## src/core/eac_params.svh

```systemverilog
`ifndef EAC_PARAMS_SVH
`define EAC_PARAMS_SVH

// System clock and the calibrated programming oscillator
`define EAC_CLK_HZ       50000000
`define EAC_OSC_HZ       1000000
`define EAC_OSC_DIV      (`EAC_CLK_HZ / `EAC_OSC_HZ)
`define EAC_PROG_CYCLES  8448
`define EAC_DEPTH        512

// Cycle counts in system clocks
`define EAC_MWE_HOLD     3'h4
`define EAC_WR_STALL     3'h2
`define EAC_RD_STALL     3'h4

// Control register bit positions
`define EAC_B_RIE        3
`define EAC_B_MWE        2
`define EAC_B_WE         1
`define EAC_B_RE         0

// Register select on the I/O port
`define EAC_SEL_CTRL     2'h0
`define EAC_SEL_ADDR     2'h1
`define EAC_SEL_DATA     2'h2

// Host registers on AXI4-Lite (byte addresses)
`define EAC_A_CMD        8'h00
`define EAC_A_STAT       8'h04
`define EAC_A_DATA       8'h08
`define EAC_A_ISTAT      8'h0C
`define EAC_A_ICLR       8'h10
`define EAC_A_IEN        8'h14
`define EAC_A_CFG        8'h18

// Command word fields
`define EAC_CMD_SEQ      11
`define EAC_CMD_SEL_HI   10
`define EAC_CMD_SEL_LO   9

// Interrupt status bits
`define EAC_I_WDONE      0
`define EAC_I_READY      1

`define EAC_RESP_OKAY    2'h0
`define EAC_RESP_SLVERR  2'h2

`endif

```

## src/core/eac_pkg.sv

```systemverilog
`include "eac_params.svh"

package eac_pkg;

  typedef enum logic [1:0] {
    EAC_H_IDLE,
    EAC_H_WAIT,
    EAC_H_MWE
  } eac_hst_e;

  typedef struct packed {
    logic        rie;
    logic        mwe;
    logic        we;
    logic [2:0]  mwe_cnt;
    logic [8:0]  addr;
    logic [7:0]  data;
    logic [7:0]  wr_byte;
    logic [2:0]  stall_cnt;
    logic        stall;
    logic [5:0]  div_cnt;
    logic [13:0] tick_cnt;
    logic        irq;
  } eac_dev_s;

  typedef struct packed {
    logic [7:0]  awaddr;
    logic        aw_got;
    logic [31:0] wdata;
    logic        w_got;
    logic        awready;
    logic        wready;
    logic        bvalid;
    logic [1:0]  bresp;
    logic        arready;
    logic        rvalid;
    logic [31:0] rdata;
    logic [1:0]  rresp;
    logic        pend;
    logic [11:0] cmd;
    eac_hst_e    st;
    logic        wr;
    logic [1:0]  sel;
    logic [8:0]  wdat;
    logic        gie;
    logic        flash;
    logic [1:0]  istat;
    logic [1:0]  ien;
    logic        irq;
    logic        prev_we;
    logic        prev_rdy;
  } eac_host_s;

endpackage : eac_pkg

```

## src/core/eac_io_if.sv

```systemverilog
`timescale 1ns/100ps
`default_nettype none

interface eac_io_if;
  logic       wr;
  logic [1:0] sel;
  logic [8:0] wdata;
  logic       gie;
  logic       flash_busy;
  logic [7:0] ctrl;
  logic [8:0] addr;
  logic [7:0] data;
  logic       stall;
  logic       ready_irq;

  modport dev (
    input  wr, sel, wdata, gie, flash_busy,
    output ctrl, addr, data, stall, ready_irq
  );

  modport cpu (
    output wr, sel, wdata, gie, flash_busy,
    input  ctrl, addr, data, stall, ready_irq
  );
endinterface : eac_io_if

`default_nettype wire

```

## src/core/eac_host.sv

```systemverilog
`timescale 1ns/100ps
`default_nettype none
`include "eac_params.svh"

module eac_host
  import eac_pkg::*;
(
  input  wire logic        core_clk,
  input  wire logic        arst_n,
  input  wire logic [7:0]  s_axi_awaddr,
  input  wire logic        s_axi_awvalid,
  output logic             s_axi_awready,
  input  wire logic [31:0] s_axi_wdata,
  input  wire logic [3:0]  s_axi_wstrb,
  input  wire logic        s_axi_wvalid,
  output logic             s_axi_wready,
  output logic [1:0]       s_axi_bresp,
  output logic             s_axi_bvalid,
  input  wire logic        s_axi_bready,
  input  wire logic [7:0]  s_axi_araddr,
  input  wire logic        s_axi_arvalid,
  output logic             s_axi_arready,
  output logic [31:0]      s_axi_rdata,
  output logic [1:0]       s_axi_rresp,
  output logic             s_axi_rvalid,
  input  wire logic        s_axi_rready,
  input  wire logic        flash_selfprog_enable,
  output logic             irq,
  eac_io_if.cpu            io
);

  eac_host_s  q;
  eac_host_s  next_q;
  logic [1:0] ev;

  //////////////////////////////////////////////////////////////////////////////
  // Next state

  always_comb begin
    next_q    = q;
    next_q.wr = 1'b0;
    next_q.flash = flash_selfprog_enable;

    // AXI write channels, taken in either order
    if (s_axi_awvalid && q.awready) begin
      next_q.awaddr = s_axi_awaddr;
      next_q.aw_got = 1'b1;
    end
    if (s_axi_wvalid && q.wready) begin
      next_q.wdata = s_axi_wdata;
      next_q.w_got = 1'b1;
    end
    if (q.bvalid && s_axi_bready) begin
      next_q.bvalid = 1'b0;
    end

    if (q.aw_got && q.w_got && !q.bvalid) begin
      next_q.bresp = `EAC_RESP_OKAY;
      case (q.awaddr)
        `EAC_A_CMD: begin
          // A full command slot stalls the response, not the data
          if (!q.pend && (s_axi_wstrb != 4'h0)) begin
            next_q.pend = 1'b1;
            next_q.cmd  = q.wdata[11:0];
          end
        end
        `EAC_A_ICLR: next_q.istat = q.istat & ~q.wdata[1:0];
        `EAC_A_IEN:  next_q.ien   = q.wdata[1:0];
        `EAC_A_CFG:  next_q.gie   = q.wdata[0];
        default:     next_q.bresp = `EAC_RESP_SLVERR;
      endcase
      if (q.awaddr != `EAC_A_CMD || q.pend == 1'b0) begin
        next_q.aw_got = 1'b0;
        next_q.w_got  = 1'b0;
        next_q.bvalid = 1'b1;
      end
    end

    // AXI read channel
    if (q.rvalid && s_axi_rready) begin
      next_q.rvalid = 1'b0;
    end
    if (s_axi_arvalid && q.arready) begin
      next_q.rvalid = 1'b1;
      next_q.rresp  = `EAC_RESP_OKAY;
      case (s_axi_araddr)
        // Pending holds until the device has taken the issued write
        `EAC_A_STAT:  next_q.rdata = {21'h0, io.ready_irq, (q.pend | q.wr), io.stall, io.ctrl};
        `EAC_A_DATA:  next_q.rdata = {7'h0, io.addr, 8'h00, io.data};
        `EAC_A_ISTAT: next_q.rdata = {30'h0, q.istat};
        `EAC_A_IEN:   next_q.rdata = {30'h0, q.ien};
        `EAC_A_CFG:   next_q.rdata = {31'h0, q.gie};
        `EAC_A_CMD,
        `EAC_A_ICLR:  next_q.rdata = 32'h0000_0000;
        default: begin
          next_q.rdata = 32'h0000_0000;
          next_q.rresp = `EAC_RESP_SLVERR;
        end
      endcase
    end

    // Command issue toward the device; honour stall and last issue, except the strobe in EAC_H_MWE right after the enable
    case (q.st)
      EAC_H_IDLE: begin
        if (q.pend && !io.stall && !q.wr) begin
          if (q.cmd[`EAC_CMD_SEQ]) begin
            next_q.st = EAC_H_WAIT;
          end else begin
            next_q.wr    = 1'b1;
            next_q.sel   = q.cmd[`EAC_CMD_SEL_HI:`EAC_CMD_SEL_LO];
            next_q.wdat  = q.cmd[8:0];
            next_q.pend  = 1'b0;
          end
        end
      end
      EAC_H_WAIT: begin
        // Previous write and flash programming must both be over
        if (!io.ctrl[`EAC_B_WE] && !q.flash && !io.stall) begin
          next_q.wr   = 1'b1;
          next_q.sel  = `EAC_SEL_CTRL;
          next_q.wdat = 9'h000;
          next_q.wdat[`EAC_B_RIE] = io.ctrl[`EAC_B_RIE];
          next_q.wdat[`EAC_B_MWE] = 1'b1;
          next_q.st   = EAC_H_MWE;
        end
      end
      EAC_H_MWE: begin
        // Strobe follows the enable in the next cycle, well inside the window
        next_q.wr   = 1'b1;
        next_q.wdat[`EAC_B_WE] = 1'b1;
        next_q.pend = 1'b0;
        next_q.st   = EAC_H_IDLE;
      end
      default: begin
        next_q.st = EAC_H_IDLE;
      end
    endcase

    // Sticky events; a new event beats a clear in the same cycle
    ev = 2'b00;
    ev[`EAC_I_WDONE] = q.prev_we && !io.ctrl[`EAC_B_WE];
    ev[`EAC_I_READY] = io.ready_irq && !q.prev_rdy;
    next_q.istat    = next_q.istat | ev;
    next_q.prev_we  = io.ctrl[`EAC_B_WE];
    next_q.prev_rdy = io.ready_irq;
    next_q.irq      = |(next_q.istat & next_q.ien);

    next_q.awready = !next_q.aw_got && !next_q.bvalid;
    next_q.wready  = !next_q.w_got && !next_q.bvalid;
    next_q.arready = !next_q.rvalid;
  end

  //////////////////////////////////////////////////////////////////////////////
  // State registers

  always_ff @(posedge core_clk or negedge arst_n) begin
    if (!arst_n) begin
      q <= '0;
    end else begin
      q <= next_q;
    end
  end

  assign s_axi_awready = q.awready;
  assign s_axi_wready  = q.wready;
  assign s_axi_bvalid  = q.bvalid;
  assign s_axi_bresp   = q.bresp;
  assign s_axi_arready = q.arready;
  assign s_axi_rvalid  = q.rvalid;
  assign s_axi_rdata   = q.rdata;
  assign s_axi_rresp   = q.rresp;
  assign irq           = q.irq;
  assign io.wr         = q.wr;
  assign io.sel        = q.sel;
  assign io.wdata      = q.wdat;
  assign io.gie        = q.gie;
  assign io.flash_busy = q.flash;

endmodule : eac_host

`default_nettype wire

```

## src/flat_wrapper.sv

```systemverilog
// flat-port wrapper written by rule: the top's interface ports become plain ports
module eac_host_flat import eac_pkg::*;
  (core_clk, arst_n, s_axi_awaddr, s_axi_awvalid, s_axi_awready, s_axi_wdata, s_axi_wstrb, s_axi_wvalid, s_axi_wready, s_axi_bresp, s_axi_bvalid, s_axi_bready, s_axi_araddr, s_axi_arvalid, s_axi_arready, s_axi_rdata, s_axi_rresp, s_axi_rvalid, s_axi_rready, flash_selfprog_enable, irq, io_wr, io_sel, io_wdata, io_gie, io_flash_busy, io_ctrl, io_addr, io_data, io_stall, io_ready_irq);
  eac_io_if io_i ();
  input  wire logic core_clk;
  input  wire logic arst_n;
  input  wire logic [7:0] s_axi_awaddr;
  input  wire logic s_axi_awvalid;
  output logic s_axi_awready;
  input  wire logic [31:0] s_axi_wdata;
  input  wire logic [3:0] s_axi_wstrb;
  input  wire logic s_axi_wvalid;
  output logic s_axi_wready;
  output logic [1:0] s_axi_bresp;
  output logic s_axi_bvalid;
  input  wire logic s_axi_bready;
  input  wire logic [7:0] s_axi_araddr;
  input  wire logic s_axi_arvalid;
  output logic s_axi_arready;
  output logic [31:0] s_axi_rdata;
  output logic [1:0] s_axi_rresp;
  output logic s_axi_rvalid;
  input  wire logic s_axi_rready;
  input  wire logic flash_selfprog_enable;
  output logic irq;
  output wire logic [$bits(io_i.wr)-1:0] io_wr;
  output wire logic [$bits(io_i.sel)-1:0] io_sel;
  output wire logic [$bits(io_i.wdata)-1:0] io_wdata;
  output wire logic [$bits(io_i.gie)-1:0] io_gie;
  output wire logic [$bits(io_i.flash_busy)-1:0] io_flash_busy;
  input wire logic [$bits(io_i.ctrl)-1:0] io_ctrl;
  input wire logic [$bits(io_i.addr)-1:0] io_addr;
  input wire logic [$bits(io_i.data)-1:0] io_data;
  input wire logic [$bits(io_i.stall)-1:0] io_stall;
  input wire logic [$bits(io_i.ready_irq)-1:0] io_ready_irq;
  assign io_wr = io_i.wr;
  assign io_sel = io_i.sel;
  assign io_wdata = io_i.wdata;
  assign io_gie = io_i.gie;
  assign io_flash_busy = io_i.flash_busy;
  assign io_i.ctrl = io_ctrl;
  assign io_i.addr = io_addr;
  assign io_i.data = io_data;
  assign io_i.stall = io_stall;
  assign io_i.ready_irq = io_ready_irq;
  eac_host u_core (.core_clk(core_clk), .arst_n(arst_n), .s_axi_awaddr(s_axi_awaddr), .s_axi_awvalid(s_axi_awvalid), .s_axi_awready(s_axi_awready), .s_axi_wdata(s_axi_wdata), .s_axi_wstrb(s_axi_wstrb), .s_axi_wvalid(s_axi_wvalid), .s_axi_wready(s_axi_wready), .s_axi_bresp(s_axi_bresp), .s_axi_bvalid(s_axi_bvalid), .s_axi_bready(s_axi_bready), .s_axi_araddr(s_axi_araddr), .s_axi_arvalid(s_axi_arvalid), .s_axi_arready(s_axi_arready), .s_axi_rdata(s_axi_rdata), .s_axi_rresp(s_axi_rresp), .s_axi_rvalid(s_axi_rvalid), .s_axi_rready(s_axi_rready), .flash_selfprog_enable(flash_selfprog_enable), .irq(irq), .io(io_i));
endmodule
```

## config.mk

```make
export PLATFORM = sky130hd
export DESIGN_NAME = eac_host_flat
export DESIGN_NICKNAME = d
export VERILOG_FILES = /design/src/core/eac_pkg.sv /design/src/core/eac_io_if.sv /design/src/core/eac_host.sv /design/src/flat_wrapper.sv
export VERILOG_INCLUDE_DIRS = /design/src /design/src/core
export SDC_FILE = /design/constraint.sdc
export NUM_CORES = 1
export LEC_CHECK = 0
export BUFFER_PORTS_ARGS = -buffer_cell sky130_fd_sc_hd__buf_4
export CAP_MARGIN = 20
export CORE_MARGIN = 2
export CORE_UTILIZATION = 40
export CTS_BUF_LIST = sky130_fd_sc_hd__clkbuf_4
export DETAILED_ROUTE_END_ITERATION = 6
export PLACE_DENSITY = 0.67
export RECOVER_POWER = 50
export SLEW_MARGIN = 15
export SYNTH_ARGS = -nofsm -noshare
export SYNTH_HDL_FRONTEND = slang
export SYNTH_SLANG_ARGS = --single-unit
```

## constraint.sdc

```tcl
create_clock -name core_clk -period 3.1 [get_ports core_clk]
set_clock_uncertainty 0.1 [all_clocks]
set_input_delay 0.31 -clock core_clk [delete_from_list [all_inputs] [get_ports core_clk]]
set_output_delay 0.31 -clock core_clk [all_outputs]
set_load 0.005 [all_outputs]
```

==> tab_implementation.tex, run 1 <==
\begin{tabular}{lr}
\hline
Metric & Value \\
\hline
\multicolumn{2}{l}{\textbf{STA}} \\
\quad Fin. max-slew vios & 86 \\
\quad Rel. slew slack & -0.3407 \\
\quad Achievable Freq & 399.0 MHz \\
\quad Worst-margin pin slew & 2.011 ns \\
\quad Post-route minimum period & 2.506 ns \\
\quad Final count of negative-setup-slack endpoints & 0 \\
\quad Setup TNS & 0 ns \\
\quad Final critical-path setup slack & 0.5937 ns \\
\quad Share of the cycle needed by the critical path after routing & 0.8085 \\
\quad Final number of hold-violating endpoints & 0 \\
\quad Min Hold Slack & 0.04240 ns \\
\quad Setup repair after global routing missed its margin & false \\
\multicolumn{2}{l}{\textbf{Place}} \\
\quad Worst Setup Slack post-DPL & 0.6045 ns \\
\quad Number of input and output port buffers inserted & 108 \\
\quad Final weighted congestion in routability-driven placement & 0.7763 \\
\quad Placed Area & 0.004602 sq mm \\
\quad Post-DP HPWL & 5.858 mm \\
\multicolumn{2}{l}{\textbf{Worst setup path}} \\
\quad Critical Path Fanout Max & 12 \\
\quad Worst Reg2Reg Path Length in Cells & 4 \\
\quad Arrival time of data at the critical path endpoint & 2.71 ns \\
\quad Crit path kind & reg2reg \\
\quad CP startpoint kind & flop \\
\quad Endpoint class of the critical path & flop \\
\quad Required time at the worst-slack endpoint & 3.30 ns \\
\multicolumn{2}{l}{\textbf{Cells and area}} \\
\quad Proportion of layout cells with a drive suffix above 1 & 0.3282 \\
\quad Most used cells in the layout excluding fill and tap cells & 104 x sky130\_fd\_sc\_hd\_\_buf\_4, 85 x sky130\_fd\_sc\_hd\_\_dfrtp\_1, 34 x sky130\_fd\_sc\_hd\_\_dlygate4sd3\_1 \\
\quad Finished layout cell area & 0.005105 sq mm \\
\quad Area growth from synthesis to layout & 28.75\% \\
\quad Final core utilization & 0.5271 \\
\quad Layout Nets & 540 \\
\quad Most frequent standard cell in the layout excluding fill and tap cells & sky130\_fd\_sc\_hd\_\_buf\_4 \\
\quad Diodes inserted & 0 \\
\multicolumn{2}{l}{\textbf{Routing}} \\
\quad Vias after detailed routing & 2799 \\
\quad Post-DRT Antenna Nets & 0 \\
\quad Pre-antenna DRT Iters & 4 \\
\quad Detail-routed via count per cell & 4.768 \\
\quad Post-detailed-routing wire length & 8.188 mm \\
\quad Drc violations & 0 \\
\quad DR iter-0 viols & 87 \\
\quad Average detailed-routed wire length per instance & 13.95 um \\
\multicolumn{2}{l}{\textbf{Floorplanning}} \\
\quad I/O pin cnt & 143 \\
\quad Area of the core region & 0.009684 sq mm \\
\quad Area enclosed by the die boundary & 0.01072 sq mm \\
\quad Effective utilization at floorplan & 0.4094 \\
\quad Horizontal die dimension & 103.6 um \\
\quad Num rows & 36 \\
\quad Die height & 103.6 um \\
\multicolumn{2}{l}{\textbf{Yosys}} \\
\quad Fraction of the yosys area taken by sequential cells & 0.5364 \\
\quad Unique masters post-synth & 46 \\
\quad Mean cell area of the mapped netlist & 11.70 sq um \\
\quad Cell count after synthesis & 339 \\
\quad Number of flops mapped to enable cells by yosys & 0 \\
\quad Post-synthesis instance area & 0.003965 sq mm \\
\quad Primary FF master, synth & sky130\_fd\_sc\_hd\_\_dfrtp\_1 \\
\quad Fraction of registers with async set or reset after synthesis & 1.000 \\
\quad Count of synthesis-stage warnings from yosys & 0 \\
\quad Register bit total from synthesis & 85 \\
\multicolumn{2}{l}{\textbf{Global route}} \\
\quad Via count of the first global-routing pass & 2776 \\
\quad Wire length of the first global-routing pass & 13.57 mm \\
\quad Met2 GRT Util & 0.2611 \\
\quad GRT Overall Usage & 0.1584 \\
\quad Maximum number of pins on one net before global-route repair & 86 \\
\quad Routing usage on met3 & 0.03147 \\
\quad Antenna violations before repair & 0 \\
\quad GRT Residual Overflow & 0 \\
\quad Grt peak-use layer & met2 \\
\quad Global-route track usage on met1 & 0.2066 \\
\multicolumn{2}{l}{\textbf{Power}} \\
\quad Static Leakage & 2.447 nW \\
\quad Share of power burned in combinational logic & 0.262 \\
\quad Switching part of the total & 0.3103 \\
\quad Net load switching power & 0.9695 mW \\
\quad Internal cell power & 2.155 mW \\
\quad Proportion of power drawn by flip-flops and latches & 0.503 \\
\quad Clk pwr share & 0.235 \\
\quad IR drop worst, VDD & 0.4229 mV \\
\quad Power density over the cells & 612.1 mW/mm\^{}2 \\
\multicolumn{2}{l}{\textbf{Clock network}} \\
\quad Count of cells resized by post-cts repair & 0 \\
\quad Deepest clock path buffer count & 2 \\
\quad Buffer type at the clock tree root & sky130\_fd\_sc\_hd\_\_clkbuf\_4 \\
\quad Clock Sinks & 85 \\
\quad Clock tree from TritonCTS & done \\
\quad Post-CTS setup buffer count & 0 \\
\quad Clock transition at path regs & 0.15 ns \\
\quad Total CTS buffers & 9 \\
\quad Skew-Pair Late Insertion Delay & 0.42 ns \\
\quad H-Tree Level Count & 3 \\
\multicolumn{2}{l}{\textbf{Run}} \\
\quad \# Max-Cap Violations & 1 \\
\multicolumn{2}{l}{\textbf{Outcome}} \\
\quad Result of the run & finished, violations left \\
\quad Violated checks & max-capacitance violations, max-slew violations \\
\multicolumn{2}{l}{\textbf{Hold path}} \\
\quad Cell count of the worst hold path & 3 \\
\quad Min-Delay Path Class & in2reg \\
\hline
\end{tabular}
-- worst paths after layout --
kind                               start                   end  slack [ns]
hold reg to reg              u_core.q[0]           u_core.q[6]        0.37
min in group asynchronous         arst_n          u_core.q[84]        0.89
setup / recovery           u_core.q[111]          u_core.q[24]        0.59
setup reg to reg           u_core.q[111]          u_core.q[24]        0.59
hold / removal              s_axi_bready  u_core.s_axi_awready        0.04
max in group asynchronous         arst_n          u_core.q[24]        0.81
-- critical path, stage by stage (launching register included) --
cell and delay (ns):
sky130_fd_sc_hd__dfrtp_1 0.40, sky130_fd_sc_hd__or4_4 0.57, sky130_fd_sc_hd__or3_4 0.41, sky130_fd_sc_hd__nor3_4 0.52, sky130_fd_sc_hd__mux2_1 0.38
-- power by group through the flow --
| stage | combinational, mW | clock, mW | sequential (mW) |
|---|---|---|---|
| floorplan | 0.580 | 0 | 1.53 |
| global placement | 0.773 | 0 | 1.58 |
| detailed placement | 0.800 | 0 | 1.60 |
| CTS | 0.837 | 0.768 | 1.57 |
| global route | 0.907 | 0.821 | 1.62 |
| finish | 0.819 | 0.735 | 1.57 |
-- Yosys cell counts (2+ instances only) --
cell type                  instances  area [sq um]
sky130_fd_sc_hd__inv_1            19         71.32
sky130_fd_sc_hd__nor2_1           13         48.80
sky130_fd_sc_hd__ha_1              4         50.05
sky130_fd_sc_hd__nand3_1           8         40.04
sky130_fd_sc_hd__a221oi_1          2         17.52
sky130_fd_sc_hd__a22o_1           23         201.4
sky130_fd_sc_hd__dfrtp_1          85          2127
sky130_fd_sc_hd__o31ai_1           2         15.01
sky130_fd_sc_hd__nor4_1            3         18.77
sky130_fd_sc_hd__clkbuf_1          8         30.03
sky130_fd_sc_hd__nor2b_1           9         56.30
sky130_fd_sc_hd__nand3b_1          3         22.52
sky130_fd_sc_hd__o22a_1            2         17.52
sky130_fd_sc_hd__o22ai_1           2         12.51
sky130_fd_sc_hd__nand2_1          15         56.30
sky130_fd_sc_hd__o21ai_1          11         55.05
sky130_fd_sc_hd__mux2_2           20         225.2
sky130_fd_sc_hd__o21ai_0           4         20.02
sky130_fd_sc_hd__mux2_1           19         214.0
sky130_fd_sc_hd__o41ai_1           2         17.52
sky130_fd_sc_hd__a21oi_1           9         45.04
sky130_fd_sc_hd__a31oi_1           2         12.51
sky130_fd_sc_hd__nor3_1            4         20.02
sky130_fd_sc_hd__buf_2             2         10.01
sky130_fd_sc_hd__buf_4            47         352.8
-- cell families after synthesis --
family,synth area share
other cells,0.0009458
simple gates,0.09846
compound gates,0.1209
flops,0.5364
buf+inv,0.1199
mux,0.1108
fa+ha+maj,0.01262
-- what timing repair did --
action	CTS	global route
endpoints found under the hold margin	119	0
hold buffers	34	0
endpoints found under the setup margin	0	0
-- cell type report --
cell class,instances,area (sq um)
clock inverters,7,105.1
repair buffers,144,1156
flip-flops and latches,85,2127
fillers,863,4579
multi-input cells,190,1411
inverters,19,71.32
clock buffers,9,67.56
well taps,133,166.4
-- metal layers --
layer,wire (um),vias up,share of wire
li1,-,1357,-
met1,3679,1351,0.45
met2,4036,83,0.49
met3,370,8,0.045
met4,102,0,0.012
met5,0,-,0
-- metrics by stage --
step / std cells / total power [mW]
2_1_floorplan: 352 / 2.106
3_3_place_gp: 537 / 2.355
3_5_place_dp: 537 / 2.396
4_1_cts: 587 / 3.177
5_1_grt: 587 / 3.344
6_report: 587 / 3.124
-- registers in the layout, summed over array words and instances, names as in the netlist --
register              flops
u_core.io.wr              1
u_core.s_axi_bvalid       1
u_core.s_axi_bresp        1
u_core.io.wdata           9
u_core.s_axi_awready      1
u_core.irq                1
u_core.io.gie             1
u_core.s_axi_wready       1
u_core.s_axi_rvalid       1
u_core.s_axi_arready      1
u_core.io.sel             2
u_core.s_axi_rdata       20
u_core.io.flash_busy      1
u_core.q                 43
u_core.s_axi_rresp        1
(Power assumes the default switching activity.)
==> inputs of run 2 (changes only) <==
--- a/config.mk
+++ b/config.mk
@@ -12,7 +12,7 @@
 export CORE_UTILIZATION = 40
 export CTS_BUF_LIST = sky130_fd_sc_hd__clkbuf_4
 export DETAILED_ROUTE_END_ITERATION = 6
-export PLACE_DENSITY = 0.67
+export PLACE_DENSITY = 0.69
 export RECOVER_POWER = 50
 export SLEW_MARGIN = 15
 export SYNTH_ARGS = -nofsm -noshare
==> constraint.sdc (replaced) <==
create_clock -name core_clk -period 2.2 [get_ports core_clk]
set_clock_uncertainty 0.1 [all_clocks]
set_input_delay 0.22 -clock core_clk [delete_from_list [all_inputs] [get_ports core_clk]]
set_output_delay 0.22 -clock core_clk [all_outputs]
set_load 0.005 [all_outputs]
==> run 2 against run 1 <==
Net effect:
- the run ends with negative setup slack left
- worst setup slack got worse by 0.64 ns
- via count is 2.4% higher
- sequential share of layout area is 0.88 points lower
- critical endpoint is now u_core.q[30]
- power is 39% higher
==> tab_implementation.tex, run 2 (same netlist as run 1, synthesis figures left out) <==
\begin{tabular}{lr}
\hline
Metric & Value \\
\hline
\multicolumn{2}{l}{\textbf{Routing}} \\
\quad Drc violations & 0 \\
\quad Post-DRT Antenna Nets & 0 \\
\quad Detail-routed via count per cell & 4.761 \\
\quad Post-detailed-routing wire length & 8.309 mm \\
\quad Average detailed-routed wire length per instance & 13.80 um \\
\quad DR iter-0 viols & 163 \\
\quad Vias after detailed routing & 2866 \\
\quad Pre-antenna DRT Iters & 4 \\
\multicolumn{2}{l}{\textbf{Place}} \\
\quad Post-DP HPWL & 6.070 mm \\
\quad Number of input and output port buffers inserted & 108 \\
\quad Final weighted congestion in routability-driven placement & 0.7882 \\
\quad Placed Cells incl. Taps & 547 \\
\multicolumn{2}{l}{\textbf{Worst setup path}} \\
\quad Critical Path Fanout Max & 12 \\
\quad Arrival time of data at the critical path endpoint & 2.47 ns \\
\quad Required time at the worst-slack endpoint & 2.42 ns \\
\quad Launch instance of the worst register-to-register path & u\_core.q[111] \\
\quad Startpoint of the worst setup timing path & u\_core.q[111] \\
\quad Crit path kind & reg2reg \\
\quad Worst Reg2Reg Path Length in Cells & 5 \\
\quad CP startpoint kind & flop \\
\quad Endpoint class of the critical path & flop \\
\multicolumn{2}{l}{\textbf{Floorplanning}} \\
\quad Num rows & 36 \\
\quad Die height & 103.6 um \\
\quad Effective utilization at floorplan & 0.4094 \\
\quad I/O pin cnt & 143 \\
\quad Area enclosed by the die boundary & 0.01072 sq mm \\
\quad Horizontal die dimension & 103.6 um \\
\quad Area of the core region & 0.009684 sq mm \\
\multicolumn{2}{l}{\textbf{Power}} \\
\quad Share of power burned in combinational logic & 0.295 \\
\quad Proportion of power drawn by flip-flops and latches & 0.500 \\
\quad Post-layout total power & 4.355 mW \\
\quad Power density over the cells & 835.1 mW/mm\^{}2 \\
\quad Internal cell power & 2.980 mW \\
\quad Net load switching power & 1.375 mW \\
\quad Clk pwr share & 0.205 \\
\quad Static Leakage & 2.502 nW \\
\quad IR drop worst, VDD & 0.4858 mV \\
\quad Switching part of the total & 0.3157 \\
\multicolumn{2}{l}{\textbf{STA}} \\
\quad Post-route minimum period & 2.244 ns \\
\quad Worst-margin pin slew & 1.096 ns \\
\quad Final count of negative-setup-slack endpoints & 12 \\
\quad Fin. max-slew vios & 0 \\
\quad Final number of hold-violating endpoints & 0 \\
\quad Share of the cycle needed by the critical path after routing & 1.020 \\
\quad Rel. slew slack & 0.2694 \\
\quad Achievable Freq & 445.6 MHz \\
\quad Final critical-path setup slack & -0.04438 ns \\
\quad Setup repair after global routing missed its margin & true \\
\multicolumn{2}{l}{\textbf{Clock network}} \\
\quad Clock tree from TritonCTS & done \\
\quad Skew-Pair Late Insertion Delay & 0.43 ns \\
\quad Total CTS buffers & 9 \\
\quad Clock transition at path regs & 0.14 ns \\
\quad H-Tree Level Count & 3 \\
\quad Clock Sinks & 85 \\
\quad Post-CTS setup buffer count & 0 \\
\quad Buffer type at the clock tree root & sky130\_fd\_sc\_hd\_\_clkbuf\_4 \\
\quad Deepest clock path buffer count & 2 \\
\multicolumn{2}{l}{\textbf{Global route}} \\
\quad GRT Overall Usage & 0.1603 \\
\quad GRT Residual Overflow & 0 \\
\quad Maximum number of pins on one net before global-route repair & 48 \\
\quad Via count of the first global-routing pass & 2879 \\
\quad Antenna violations before repair & 0 \\
\quad Wire length of the first global-routing pass & 13.94 mm \\
\multicolumn{2}{l}{\textbf{Cells and area}} \\
\quad Number of flip-flops under the largest register name & 43 \\
\quad Register bank with the most flops & u\_core.q \\
\quad Most used cells in the layout excluding fill and tap cells & 108 x sky130\_fd\_sc\_hd\_\_buf\_4, 85 x sky130\_fd\_sc\_hd\_\_dfrtp\_1, 40 x sky130\_fd\_sc\_hd\_\_dlygate4sd3\_1 \\
\quad Diodes inserted & 0 \\
\quad Layout Nets & 556 \\
\quad Most frequent standard cell in the layout excluding fill and tap cells & sky130\_fd\_sc\_hd\_\_buf\_4 \\
\quad Final core utilization & 0.5385 \\
\quad Number of standard cells in the layout, taps in and fillers out & 602 \\
\quad Proportion of layout cells with a drive suffix above 1 & 0.3348 \\
\quad Area growth from synthesis to layout & 31.52\% \\
\multicolumn{2}{l}{\textbf{Outcome}} \\
\quad Result of the run & finished, violations left \\
\quad Violated checks & negative setup slack \\
\multicolumn{2}{l}{\textbf{Hold path}} \\
\quad Startpoint of the worst hold path & io\_data[3] \\
\quad Min-Delay Path Class & in2reg \\
\quad Cell count of the worst hold path & 3 \\
\multicolumn{2}{l}{\textbf{Run}} \\
\quad \# Max-Cap Violations & 0 \\
\hline
\end{tabular}
## run 2: cell count changes in the layout (fill, tap and decap cells not counted), sizes merged
cell	previous run	this run
buf	104	109
clkinvlp	1	2
clkbuf	15	20
inv	22	21
bufinv	2	1
dlygate4sd3	34	40
## run 2: path summary, 6_finish.rpt
check,slack [ns],end
setup / recovery,-0.04,u_core.q[30]
hold / removal,0.02,u_core.s_axi_rdata[3]
setup reg to reg,-0.04,u_core.q[30]
hold reg to reg,0.37,u_core.q[6]
max in group asynchronous,0.37,u_core.s_axi_rdata[18]
min in group asynchronous,0.42,u_core.q[84]
## run 2: layout make-up
class / count / area (sq um)
Fill cell: 838 / 4469
Sequential cell: 85 / 2127
Multi-Input combinational cell: 190 / 1411
Timing Repair Buffer: 160 / 1300
Tap cell: 133 / 166.4
Clock inverter: 6 / 71.32
Inverter: 19 / 71.32
Clock buffer: 9 / 67.56
## run 2: power by group through the flow
| stage | combinational (mW) | clock (mW) | sequential [mW] |
|---|---|---|---|
| detailed placement | 1.23 | 0 | 2.21 |
| CTS | 1.31 | 0.927 | 2.18 |
| global placement | 1.19 | 0 | 2.20 |
| finish | 1.28 | 0.893 | 2.18 |
| global route | 1.42 | 0.989 | 2.24 |
| floorplan | 0.817 | 0 | 2.15 |
## run 2: worst max-delay path, cell delays in order, from the launching register on
cell                      delay [ns]
sky130_fd_sc_hd__dfrtp_1        0.40
sky130_fd_sc_hd__or4_4          0.57
sky130_fd_sc_hd__or3_4          0.42
sky130_fd_sc_hd__nor3_4         0.16
sky130_fd_sc_hd__buf_12         0.16
sky130_fd_sc_hd__mux2_1         0.33
## run 2: what timing repair did
| action | 4_1_cts | 5_1_grt |
|---|---|---|
| hold buffers | 40 | 0 |
| resized for setup | 0 | 0 |
| endpoints found under the setup margin | 12 | 13 |
| hold endpoints to repair | 89 | 0 |
## run 2: metrics by stage
| stage | setup slack, ns | hold slack, ns | area (sq um) | TNS [ns] |
|---|---|---|---|---|
| floorplan | 0.03008 | -0.1756 | 4014 | 0 |
| detailed placement | -0.04299 | 0.1577 | 4702 | -0.3335 |
| finish | -0.04438 | 0.02094 | 5215 | -0.4442 |
| global route | -0.1134 | 0.01065 | 5215 | -1.336 |
| global placement | 0.01535 | 0.1595 | 4702 | 0 |
| CTS | -0.06923 | 0.002296 | 5241 | -0.7174 |
## run 2: metal layers
| metal | GRT usage | part of all wire | up-vias |
|---|---|---|---|
| li1 | - | - | 1394 |
| met3 | 0.04028 | 0.046 | 7 |
| met4 | 0.05212 | 0.011 | 0 |
| met1 | 0.1977 | 0.43 | 1384 |
| met2 | 0.2763 | 0.51 | 81 |
| met5 | 0 | 0 | - |
==> inputs of run 3 (changes only) <==
--- a/config.mk
+++ b/config.mk
@@ -12,7 +12,7 @@
 export CORE_UTILIZATION = 40
 export CTS_BUF_LIST = sky130_fd_sc_hd__clkbuf_4
 export DETAILED_ROUTE_END_ITERATION = 6
-export PLACE_DENSITY = 0.69
+export PLACE_DENSITY = 0.67
 export RECOVER_POWER = 50
 export SLEW_MARGIN = 15
 export SYNTH_ARGS = -nofsm -noshare
==> constraint.sdc (replaced) <==
create_clock -name core_clk -period 2.7 [get_ports core_clk]
set_clock_uncertainty 0.1 [all_clocks]
set_input_delay 0.27 -clock core_clk [delete_from_list [all_inputs] [get_ports core_clk]]
set_output_delay 0.27 -clock core_clk [all_outputs]
set_load 0.005 [all_outputs]
==> run 3 against run 2 <==
Net effect:
- the run now ends clean
- combinational power decreased by 25%
- clock power down 26%
- sequential share of layout area grew 0.73 points
- design area down 1.8%
- first-iteration DRC count down 20%
- core utilization is 0.94 points lower
- critical path depth stayed put
- largest power group unchanged
==> tab_implementation.tex, run 3 (same netlist as run 1, synthesis figures left out) <==
\begin{tabular}{lr}
\hline
Metric & Value \\
\hline
\multicolumn{2}{l}{\textbf{Clock network}} \\
\quad Clock tree from TritonCTS & done \\
\quad Deepest clock path buffer count & 2 \\
\quad Count of cells resized by post-cts repair & 0 \\
\quad Clock transition at path regs & 0.15 ns \\
\quad Post-CTS setup buffer count & 0 \\
\quad Buffer type at the clock tree root & sky130\_fd\_sc\_hd\_\_clkbuf\_4 \\
\quad H-Tree Level Count & 3 \\
\quad Clock Sinks & 85 \\
\quad Skew-Pair Late Insertion Delay & 0.42 ns \\
\quad Total CTS buffers & 9 \\
\quad Count of hold-fix buffers inserted at cts & 38 \\
\multicolumn{2}{l}{\textbf{Hold path}} \\
\quad Min-Delay Path Class & in2reg \\
\quad Startpoint of the worst hold path & io\_ctrl[2] \\
\quad Cell count of the worst hold path & 3 \\
\quad Worst-case hold path end point & u\_core.s\_axi\_rdata[2] \\
\multicolumn{2}{l}{\textbf{STA}} \\
\quad Achievable Freq & 430.9 MHz \\
\quad Worst-margin pin slew & 1.441 ns \\
\quad Share of the cycle needed by the critical path after routing & 0.8595 \\
\quad Final critical-path setup slack & 0.3793 ns \\
\quad Fin. max-slew vios & 0 \\
\quad Rel. slew slack & 0.03934 \\
\quad Setup TNS & 0 ns \\
\quad Setup repair after global routing missed its margin & false \\
\quad Final count of negative-setup-slack endpoints & 0 \\
\quad Post-route minimum period & 2.321 ns \\
\quad Final number of hold-violating endpoints & 0 \\
\quad Min Hold Slack & 0.07363 ns \\
\multicolumn{2}{l}{\textbf{Worst setup path}} \\
\quad Critical Path Fanout Max & 12 \\
\quad End of the worst register-to-register path & u\_core.q[25] \\
\quad Setup slack, reg-to-reg & 0.38 ns \\
\quad Required time at the worst-slack endpoint & 2.91 ns \\
\quad Arrival time of data at the critical path endpoint & 2.53 ns \\
\quad CP startpoint kind & flop \\
\quad Endpoint class of the critical path & flop \\
\quad Worst Reg2Reg Path Length in Cells & 5 \\
\quad Launch instance of the worst register-to-register path & u\_core.q[111] \\
\quad Crit path kind & reg2reg \\
\multicolumn{2}{l}{\textbf{Place}} \\
\quad Placed Area & 0.004637 sq mm \\
\quad Placed Cells incl. Taps & 540 \\
\quad Final weighted congestion in routability-driven placement & 0.7940 \\
\quad Post-DP HPWL & 5.922 mm \\
\quad Worst Setup Slack post-DPL & 0.4053 ns \\
\quad Number of input and output port buffers inserted & 108 \\
\multicolumn{2}{l}{\textbf{Cells and area}} \\
\quad Area of all sequential standard cells & 0.002127 sq mm \\
\quad Layout Nets & 547 \\
\quad Count of fill cells added during filler insertion & 873 \\
\quad Diodes inserted & 0 \\
\quad Proportion of layout cells with a drive suffix above 1 & 0.3232 \\
\quad Finished layout cell area & 0.005124 sq mm \\
\quad Footprint of the multi-input gates & 0.001411 sq mm \\
\quad Final core utilization & 0.5291 \\
\quad Number of standard cells in the layout, taps in and fillers out & 594 \\
\quad Number of flip-flops under the largest register name & 43 \\
\quad Area growth from synthesis to layout & 29.22\% \\
\quad Register bank with the most flops & u\_core.q \\
\quad Most used cells in the layout excluding fill and tap cells & 102 x sky130\_fd\_sc\_hd\_\_buf\_4, 85 x sky130\_fd\_sc\_hd\_\_dfrtp\_1, 38 x sky130\_fd\_sc\_hd\_\_dlygate4sd3\_1 \\
\quad Most frequent standard cell in the layout excluding fill and tap cells & sky130\_fd\_sc\_hd\_\_buf\_4 \\
\multicolumn{2}{l}{\textbf{Floorplanning}} \\
\quad Area enclosed by the die boundary & 0.01072 sq mm \\
\quad Num rows & 36 \\
\quad Area of the core region & 0.009684 sq mm \\
\quad Horizontal die dimension & 103.6 um \\
\quad Effective utilization at floorplan & 0.4094 \\
\quad Die height & 103.6 um \\
\quad I/O pin cnt & 143 \\
\multicolumn{2}{l}{\textbf{Routing}} \\
\quad Post-DRT Antenna Nets & 0 \\
\quad Detail-routed via count per cell & 4.754 \\
\quad Post-detailed-routing wire length & 8.324 mm \\
\quad Vias after detailed routing & 2824 \\
\quad Detailed route wirelength on metal2 & 4.148 mm \\
\quad Pre-antenna DRT Iters & 4 \\
\quad Average detailed-routed wire length per instance & 14.01 um \\
\quad Sum of routed wire segments on met1 & 3.759 mm \\
\quad Met3 WL post-DR & 297 um \\
\quad Highest signal layer in the routed design & met4 \\
\quad Drc violations & 0 \\
\quad DR iter-0 viols & 131 \\
\multicolumn{2}{l}{\textbf{Power}} \\
\quad Static Leakage & 2.449 nW \\
\quad IR drop worst, VDD & 0.4001 mV \\
\quad Post-layout total power & 3.430 mW \\
\quad Power density over the cells & 669.4 mW/mm\^{}2 \\
\multicolumn{2}{l}{\textbf{Global route}} \\
\quad Via count of the first global-routing pass & 2838 \\
\quad GRT Overall Usage & 0.1602 \\
\quad Wire length of the first global-routing pass & 13.84 mm \\
\quad Maximum number of pins on one net before global-route repair & 58 \\
\quad GRT Residual Overflow & 0 \\
\quad Antenna violations before repair & 0 \\
\multicolumn{2}{l}{\textbf{Outcome}} \\
\quad Result of the run & finished clean \\
\multicolumn{2}{l}{\textbf{Run}} \\
\quad \# Max-Cap Violations & 0 \\
\hline
\end{tabular}
run 3: cell types whose count changed in the layout (fill, tap and decap cells not counted), sizes merged:
cell and change:
bufinv -1, clkinv +1, buf -6, dlygate4sd3 -2, inv +1, clkbuf -1
run 3: worst max-delay path, cell delays in order, from the launching register on:
cell and delay [ns]:
sky130_fd_sc_hd__dfrtp_1 0.40, sky130_fd_sc_hd__or4_4 0.57, sky130_fd_sc_hd__or3_4 0.41, sky130_fd_sc_hd__nor3_4 0.16
sky130_fd_sc_hd__buf_4 0.22, sky130_fd_sc_hd__mux2_1 0.34
run 3: routing by layer:
metal | up-vias | track usage
li1 | 1377 | -
met1 | 1364 | 0.2053
met2 | 74 | 0.2701
met3 | 9 | 0.02895
met4 | 0 | 0.06371
met5 | - | 0
run 3: cell type report:
| type | instances | area share |
|---|---|---|
| repair buffers | 151 | 0.2388 |
| multi-input cells | 190 | 0.2755 |
| clock inverters | 7 | 0.01099 |
| well taps | 133 | 0.03248 |
| flip-flops and latches | 85 | 0.4151 |
| clock buffers | 9 | 0.01319 |
| inverters | 19 | 0.01392 |
run 3: worst max-delay path by stage:
stage,from,cells past startpoint,slack [ns],to
final,u_core.q[111],5,0.38,u_core.q[25]
after global routing,u_core.q[111],5,0.31,u_core.q[34]
after CTS,u_core.q[111],5,0.37,u_core.q[34]
after detailed placement,u_core.q[111],5,0.41,u_core.q[33]
after global placement,u_core.q[111],5,0.43,u_core.q[32]
after floorplan,u_core.q[111],5,0.48,u_core.q[24]
run 3: power breakdown:
part | total [mW] | switching (mW) | internal [mW]
Combinational | 0.966 | 0.433 | 0.533
Clock | 0.660 | 0.460 | 0.200
Sequential | 1.80 | 0.235 | 1.57
